<file path="src/design/crc16_defs.svh">
// register offsets, field positions, reset values and constants of the byte crc unit
`ifndef CRC16_DEFS_SVH
`define CRC16_DEFS_SVH
// ----------------------------------------------------------------------------
// register byte addresses (word aligned)
// ----------------------------------------------------------------------------
`define CRC_BYTE_IN_OFS      4'h0
`define CRC_SUM_LOW_OFS      4'h4
`define CRC_SUM_HIGH_OFS     4'h8
`define CRC_POLYNOMIAL_SELECT_CONTROL_OFS 4'hC
// ----------------------------------------------------------------------------
// fields, reset values, polynomial constants
// ----------------------------------------------------------------------------
`define CRC_POLYNOMIAL_SELECT_SEL_BIT     0
`define CRC_BYTE_RST         8'h00
`define CRC_SUM_RST          16'h0000
`define CRC_POLYNOMIAL_SELECT_CCITT       16'h1021
`define CRC_POLYNOMIAL_SELECT_16          16'h8005
`define CRC_UNMAPPED_DATA    32'h00000000
`endif

</file>
<file path="src/design/crc16_pkg.sv">
// types shared by the byte crc unit
package crc16_pkg;
  // polynomial choice held in the control register
  typedef enum logic [0:0] {
    POLYNOMIAL_SELECT_CCITT = 1'b0,
    POLYNOMIAL_SELECT_CRC16 = 1'b1
  } polynomial_select_sel_e;
  // one decoded bus request
  typedef struct packed {
    logic       wr;
    logic       rd;
    logic [3:0] addr;
    logic [7:0] wdata;
  } bus_req_s;
  // bus answer state
  typedef enum logic [0:0] {
    BUS_IDLE = 1'b0,
    BUS_DONE = 1'b1
  } bus_state_e;
endpackage

</file>
<file path="src/design/byte_serial_crc16.sv">
// byte serial crc16 generator with avalon-mm register slave
// Operation
// - byte write folds into running 16-bit checksum
// - update finishes within one clock cycle
// - control bit 0 selects polynomial, resets 0
// - only CCITT and CRC-16 polynomials exist
// - input byte xors into checksum high byte
// - shift left, xor polynomial when msb set
// - constants 8005H for CRC-16, 1021H CCITT
// - eight steps; result becomes new checksum
// - high/low checksum bytes read/write, reset zero
// - input byte register read/write, resets zero
// - control bits 7 to 1 read zero
//
// The implementer's own choices: the Avalon-MM register port and the address map.
`include "crc16_defs.svh"
`timescale 1ns/1ps
`default_nettype none
module byte_serial_crc16 #(
  // documented sizes; other values are refused below
  parameter int unsigned BYTE_W = 8,   // input byte width
  parameter int unsigned SUM_W  = 16,  // checksum width
  parameter int unsigned STEPS  = 8    // shift steps per byte
) (
  // clock, reset, enable
  input  wire logic        core_clk_i,
  input  wire logic        srst_i,
  input  wire logic        clk_en_i,
  // avalon-mm slave
  input  wire logic [3:0]  avs_address_i,
  input  wire logic        avs_read_i,
  input  wire logic        avs_write_i,
  input  wire logic [31:0] avs_writedata_i,
  input  wire logic [3:0]  avs_byteenable_i,
  output logic      [31:0] avs_readdata_o,
  output logic             avs_waitrequest_o,
  // checksum view
  output logic      [15:0] running_checksum_o
);
  // --------------------------------------------------------------------------
  // state
  // --------------------------------------------------------------------------
  logic [7:0]             crc_byte_in_reg;    // last byte fed
  logic [7:0]             crc_byte_in_next;
  logic [15:0]            sum_reg;            // running checksum
  logic [15:0]            sum_next;
  crc16_pkg::polynomial_select_sel_e   polynomial_select_reg;           // polynomial_select
  crc16_pkg::polynomial_select_sel_e   polynomial_select_next;
  crc16_pkg::bus_state_e  bus_reg;            // answer phase
  crc16_pkg::bus_state_e  bus_next;
  logic [31:0]            rdata_reg;          // read data
  logic [31:0]            rdata_next;
  crc16_pkg::bus_req_s    req;                // decoded request
  logic [15:0]            folded;             // checksum after one byte
  logic                   take;               // request accepted this cycle
  logic                   wait_reg;           // registered waitrequest
  logic                   wait_next;
  logic [15:0]            polynomial_select_word;          // constant for the bit steps
  logic [15:0]            stage [0:STEPS];    // partial sums, one per bit step

  // --------------------------------------------------------------------------
  // parameter check
  // --------------------------------------------------------------------------
  // the datapath is wired for byte input and a 16-bit sum only
  if (BYTE_W != 8 || SUM_W != 16 || STEPS != BYTE_W) begin : g_bad_size
    $error("byte_serial_crc16: only 8-bit bytes, 16-bit sum and 8 steps are served");
  end

  // --------------------------------------------------------------------------
  // crc datapath
  // --------------------------------------------------------------------------
  // polynomial constant for the bit steps; only two exist, nothing programmable
  assign polynomial_select_word = (polynomial_select_reg == crc16_pkg::POLYNOMIAL_SELECT_CRC16) ? `CRC_POLYNOMIAL_SELECT_16 : `CRC_POLYNOMIAL_SELECT_CCITT;
  // the byte goes into the high half before any shifting
  assign stage[0] = {sum_reg[15:8] ^ avs_writedata_i[7:0], sum_reg[7:0]};
  // eight unrolled steps in one cycle, so the new sum is ready next cycle
  // trade-off: a long xor chain instead of a multi-cycle shifter
  for (genvar g = 0; g < STEPS; g++) begin : g_step
    // shift in a zero; fold in the polynomial when the msb leaves as one
    assign stage[g+1] = stage[g][15] ? ({stage[g][14:0], 1'b0} ^ polynomial_select_word)
                                     : {stage[g][14:0], 1'b0};
  end
  // last stage is the new checksum
  assign folded = stage[STEPS];

  // request bundle decoded from the bus; a write wins over a simultaneous read
  always_comb begin
    req.wr    = avs_write_i;
    req.rd    = avs_read_i & ~avs_write_i;
    req.addr  = avs_address_i;
    req.wdata = avs_writedata_i[7:0];
  end

  // --------------------------------------------------------------------------
  // bus handshake: one wait cycle, answer on the second edge
  // --------------------------------------------------------------------------
  // a fixed one-cycle wait keeps read data registered and writes single-shot
  always_comb begin
    take      = 1'b0;
    bus_next  = bus_reg;
    wait_next = 1'b1;                    // idle or answered: keep the master waiting
    case (bus_reg)
      crc16_pkg::BUS_IDLE: begin
        if (req.wr | req.rd) begin
          bus_next  = crc16_pkg::BUS_DONE;
          wait_next = 1'b0;              // answer stands in the next cycle
        end
      end
      crc16_pkg::BUS_DONE: begin
        take     = 1'b1;                 // waitrequest low now
        bus_next = crc16_pkg::BUS_IDLE;
      end
      default: begin
        bus_next = crc16_pkg::BUS_IDLE;
      end
    endcase
  end

  // --------------------------------------------------------------------------
  // register file next state
  // --------------------------------------------------------------------------
  always_comb begin
    crc_byte_in_next = crc_byte_in_reg;
    sum_next         = sum_reg;
    polynomial_select_next        = polynomial_select_reg;
    rdata_next       = rdata_reg;
    // read data is prepared during the wait cycle
    if (bus_reg == crc16_pkg::BUS_IDLE && req.rd) begin
      case (req.addr)
        `CRC_BYTE_IN_OFS:      rdata_next = {24'h000000, crc_byte_in_reg};
        `CRC_SUM_LOW_OFS:      rdata_next = {24'h000000, sum_reg[7:0]};
        `CRC_SUM_HIGH_OFS:     rdata_next = {24'h000000, sum_reg[15:8]};
        `CRC_POLYNOMIAL_SELECT_CONTROL_OFS: rdata_next = {31'h00000000, polynomial_select_reg};
        default:               rdata_next = `CRC_UNMAPPED_DATA;
      endcase
    end
    // writes commit on the edge where waitrequest is low
    if (take && req.wr && avs_byteenable_i[0]) begin
      case (req.addr)
        `CRC_BYTE_IN_OFS: begin
          crc_byte_in_next = req.wdata;
          sum_next         = folded;
        end
        `CRC_SUM_LOW_OFS: begin
          sum_next[7:0] = req.wdata;
        end
        `CRC_SUM_HIGH_OFS: begin
          sum_next[15:8] = req.wdata;
        end
        `CRC_POLYNOMIAL_SELECT_CONTROL_OFS: begin
          polynomial_select_next = crc16_pkg::polynomial_select_sel_e'(req.wdata[`CRC_POLYNOMIAL_SELECT_SEL_BIT]);
        end
        default: begin
          sum_next = sum_reg;            // unmapped write ignored
        end
      endcase
    end
  end

  // --------------------------------------------------------------------------
  // registers
  // --------------------------------------------------------------------------
  always_ff @(posedge core_clk_i) begin
    if (srst_i) begin
      crc_byte_in_reg <= `CRC_BYTE_RST;
      sum_reg         <= `CRC_SUM_RST;
      polynomial_select_reg        <= crc16_pkg::POLYNOMIAL_SELECT_CCITT;
      bus_reg         <= crc16_pkg::BUS_IDLE;
      rdata_reg       <= 32'h00000000;
      wait_reg        <= 1'b1;
    end else if (clk_en_i) begin
      crc_byte_in_reg <= crc_byte_in_next;
      sum_reg         <= sum_next;
      polynomial_select_reg        <= polynomial_select_next;
      bus_reg         <= bus_next;
      rdata_reg       <= rdata_next;
      wait_reg        <= wait_next;
    end
  end

  // outputs straight from flip-flops
  assign avs_readdata_o     = rdata_reg;
  assign avs_waitrequest_o  = wait_reg;
  assign running_checksum_o = sum_reg;

  logic wr_in_done;
  assign wr_in_done = take && clk_en_i && req.wr && avs_byteenable_i[0];
endmodule
`default_nettype wire

</file>
<file path="config.mk">
export PLATFORM = sky130hd
export DESIGN_NAME = byte_serial_crc16
export DESIGN_NICKNAME = d
export VERILOG_FILES = /design/src/design/crc16_pkg.sv /design/src/design/byte_serial_crc16.sv
export VERILOG_INCLUDE_DIRS = /design/src /design/src/design
export SDC_FILE = /design/constraint.sdc
export NUM_CORES = 1
export LEC_CHECK = 0
export BUFFER_PORTS_ARGS = -buffer_cell sky130_fd_sc_hd__buf_2
export CORE_MARGIN = 1.5
export CORE_UTILIZATION = 30
export CTS_CLUSTER_SIZE = 30
export DETAILED_ROUTE_END_ITERATION = 10
export PLACE_DENSITY = 0.6
export SYNTH_ARGS = -nofsm -noshare
export SYNTH_HDL_FRONTEND = slang
export SYNTH_SLANG_ARGS = --single-unit
export TNS_END_PERCENT = 20
</file>
<file path="constraint.sdc">
create_clock -name core_clk_i -period 4.7 [get_ports core_clk_i]
set_input_delay 0.94 -clock core_clk_i [delete_from_list [all_inputs] [get_ports core_clk_i]]
set_output_delay 0.94 -clock core_clk_i [all_outputs]
set_load 0.01 [all_outputs]
</file>
# == Yosys cells after proc, flatten, opt, wreduce, memory -nomap -nowiden ==
# Cells that the tools add are included.
# word_totals
regBits,59
out_inout_bits,49
in_bits,45
wordCells,51
# classes
eq_ne,3
bitwise_logic,13
mux,17
n_reduce_logical,11
# ops
op,count
16-bit two-way mux,9
16-bit bitwise XOR,8
8-bit case mux with 2 select lines,2
8-bit case mux with 4 select lines,1
3-bit AND reduction,4
4-bit == test (second input constant),2
8-bit bitwise XOR,1
4-bit by 3-bit == test with 1-bit output (second input constant),1
4-bit zero test,1
1-bit two-way mux,4
2-bit nonzero test,2
1-bit logical AND,3
1-bit inverter,2
1-bit case mux with 2 select lines,1
2-bit AND reduction,1
1-bit AND,1
1-bit OR,1

# == Logic depth before layout (Yosys ltp) ==
# logic_depth
ltp_word,18
ltp_mapped,7
mapped_depth_nobuf,6

# == Least setup slack after synthesis ==
# Ideal clock, no wire load.
# synth_timing
kind,in2reg
start,input avs_writedata_i[6]
end,register sum_reg[0] (netlist: running_checksum_o[0])
t_arrival_ps,2453
required_ps,4580
stages,6
setup_time_ps,120
path_buffers,0
slack_ps,2127
path_cell_list,xnor2_2 > xnor3_1 > xnor2_2 > xnor2_1 > and3_1 > o31a_1
# synth_via
elab_chain_len,16
# synth_rtl
item,line_no,text
start: declaration,byte_serial_crc16.sv:33,"input wire logic [31:0] avs_writedata_i,"
8-bit bitwise XOR *,byte_serial_crc16.sv:75,"assign stage[0] = {sum_reg[15:8] ^ avs_writedata_i[7:0], sum_reg[7:0]};"
16-bit bitwise XOR,byte_serial_crc16.sv:80,"assign stage[g+1] = stage[g][15] ? ({stage[g][14:0], 1'b0} ^ polynomial_select_word)"
16-bit two-way mux * (2 in series),byte_serial_crc16.sv:80,
16-bit bitwise XOR,byte_serial_crc16.sv:80,
16-bit two-way mux *,byte_serial_crc16.sv:80,
16-bit bitwise XOR,byte_serial_crc16.sv:80,
16-bit two-way mux *,byte_serial_crc16.sv:80,
16-bit bitwise XOR,byte_serial_crc16.sv:80,
16-bit two-way mux *,byte_serial_crc16.sv:80,
16-bit bitwise XOR,byte_serial_crc16.sv:80,
16-bit two-way mux *,byte_serial_crc16.sv:80,
16-bit bitwise XOR,byte_serial_crc16.sv:80,
16-bit two-way mux * (2 in series),byte_serial_crc16.sv:80,
8-bit case mux with 2 select lines *,byte_serial_crc16.sv:139,case (req.addr)
end signal: assignment,byte_serial_crc16.sv:166,sum_reg <= `CRC_SUM_RST;
end signal: assignment,byte_serial_crc16.sv:173,sum_reg <= sum_next;
end: declaration,byte_serial_crc16.sv:45,logic [15:0] sum_reg;
# Mark *: on every way between the ends. The rest lies on a longest branch, timed or not.
# A chain may end at the register's enable or synchronous reset.

# == Worst setup path after layout ==
# Ends and elaborated chain as after synthesis.

==> run metrics <==
number of synthesized flops with an enable pin 0; post-place instance area 2510 µm²; Buffers on Ports 42; slowest cell on the critical path xnor3_1; Core ar. approximately 7400 µm²; fraction of registers with async set/reset 0%; Netlist Area Pre-Place 2320 µm²; Syn. warnings 0; CP startpoint kind input pin; Final Critical Period about 2.7 ns; Critical Path AT 2.87 ns; WL final 6.10 mm; sequential area share after synthesis 30.2%; Clock Latency Late Sink between 0.2 and 0.3 ns; measured slew at the worst slew-check pin around 0.9 ns; largest net degree at the start of global routing 36; post-cts resize count 0; fraction of layout cells with a size suffix above 1 19.9%; Detail Route Antenna Nets 0; RSZ-0062 raised after global routing false; initial antenna violation count 0; DRC Markers 0; vias in the first global route 1,875; XOR/XNOR Fraction of Synth Area between 10% and 20%; slowest stage delay, CP 0.52 ns; mux contribution to synthesized area 6.90%; power density over the cells about 250 nW/µm²; utilization after layout 35.3%; post-synthesis adder-cell area fraction 0%; drt pass-1 iters 5; # hold bufs at CTS 0; most common cell after layout, fill and taps aside buf_2; main combinational cell family by area after synthesis compound AO/OA/AOI/OAI gates; die height between 90 and 100 µm; global-route wire length before repair ~10 mm; CP Capture Type flop; synth unique cells 41; CP Class in2reg; final setup vio count 0; final hold violations 0; GPL Wtd Cong about 0.87; CTS H-tree depth 2; Die X 91.0 µm; Starting DRT DRC Count 92; # diodes 0; Die Area between 8000 and 9000 µm²; Row Count 31; Synth Flop Type dfxtp_1; post-synthesis cell count 277; most used cell along the critical path xnor2_2; Final Max Slew Viols 0; Syn Area/Cell 8.38 µm²; Yosys reg bits 35; post-DP HPWL between 4 and 5 mm; setup TNS 0 ns; crit-path cells buf_2 > xnor2_2 > xnor3_1 > xnor2_2 > xnor2_1 > a21boi_0 > o31a_1; clock buffer count from CTS 5; DR WL/cell 14.9 µm; Max Buffers Root-to-Sink 2; CTS Sinks 35; fmax ~370 MHz; via/cell ratio 4.87; worst vdd ir 0.0000759 V; Layout Area Growth over Synthesis 12.0%; max reg flops 16; Starting Density approximately a third; IO Count 94; GR Overflow Total 0; GRT Util Overall between 10% and 20%; Root Driver clkbuf_8; final worst path period share 57.2%; Synth Area in Compound Gates 20.4%; layout net count around 360; post-route cell area between 2000 and 3000 µm²; worst setup margin 2.01 ns; Worst EP required 4.88 ns; outcome finished, final reports clean; Lkg Pwr 1.05 nW; Slew Limit Headroom 39.8%; Max Clock Skew around 0.0048 ns; setup bufs post-CTS 0; clock-pin transition on the worst setup and hold timing paths 0.07 ns; Min-Delay Path Class reg2reg; Synth Area in Simple Gates 14.0%; crit-path max FO 6; CTS tree built; vias 1,997; cell taking the most area after synthesis dfxtp_1; setup slack at placement ~1.7 ns; most frequent cells in the layout buf_2, nand2_1, dfxtp_1, a21oi_1, conb_1; Yosys top cell area share between 30% and 40%; Max Cap Violations 0; synth top area cells dfxtp_1, xnor2_1, buf_4
[power by group]
group,leakage [nW],total (W),switching (W),internal (W)
sequential,0.283,0.000304,0.00000262,0.000301
combinational,0.720,0.000120,0.0000720,0.0000477
clock,0.0470,0.000222,0.000107,0.000115
[path summary, 6_finish.rpt]
path | startpoint | endpoint | slack (ns) | depth (start not counted)
worst min register to register | crc_byte_in_reg[3]$_SDFFE_PP0P_ | crc_byte_in_reg[3]$_SDFFE_PP0P_ | 0.46 | 2
worst max register to register | polynomial_select_reg$_SDFFE_PP0P_ | running_checksum_o[0]$_SDFFE_PP0P_ | 2.06 | 6
worst min-delay path | crc_byte_in_reg[3]$_SDFFE_PP0P_ | crc_byte_in_reg[3]$_SDFFE_PP0P_ | 0.46 | 2
worst max-delay path | avs_writedata_i[6] | running_checksum_o[0]$_SDFFE_PP0P_ | 2.01 | 7
[worst max-delay path: cells and delay by family]
kind	cells	cell delay [ns]
XOR/XNOR	4	1.37
buffers and inverters	1	0.14
AO/OA/AOI/OAI	2	0.41
[metrics by stage]
step                hold slack [ns]  std cells  power [W]
floorplan                     0.434        300   0.000413
global placement              0.440        403   0.000429
detailed placement            0.447        403   0.000430
CTS                           0.457        410   0.000653
global route                  0.478        410   0.000680
finish                        0.455        410   0.000646
[cells by family after synthesis]
group | after synthesis
muxes | 15
xor gates and xnor gates | 37
DFF | 35
AOI/OAI and AO/OA | 72
and+or+nand+nor | 74
buffers and inverters | 43
other | 1
[cell type report]
class | count | area [µm²]
Multi-Input combinational cell | 222 | 1460
Clock inverter | 1 | 5.00
Tap cell | 99 | 124
Timing Repair Buffer | 43 | 218
Sequential cell | 35 | 701
Fill cell | 791 | 4770
Clock buffer | 6 | 82.6
Inverter | 4 | 15.0
[routing by layer]
| layer | GRT usage (%) | vias to the layer above | part of all wire, % |
|---|---|---|---|
| li1 | - | 1000 | - |
| met1 | 21.4 | 926 | 47 |
| met3 | 3.52 | 5 | 6.8 |
| met2 | 23.9 | 66 | 46 |
| met4 | 2.73 | 0 | 0.44 |
| met5 | 0 | - | 0 |
[synthesized netlist by cell type, types with 2 or more instances]
master / instances
a211oi_1: 7
a21oi_1: 26
a22oi_1: 7
and2_1: 4
and3_1: 2
buf_4: 24
clkbuf_1: 14
clkinv_1: 2
dfxtp_1: 35
inv_1: 2
mux2_2: 8
mux2i_1: 7
nand2_1: 36
nor2_1: 19
nor3_1: 5
o211ai_1: 2
o21a_1: 3
o21ai_0: 8
o221ai_1: 10
o31ai_1: 3
xnor2_1: 22
xnor2_2: 3
xnor3_1: 3
xor2_1: 8
Power figures use the tool's default switching activity.
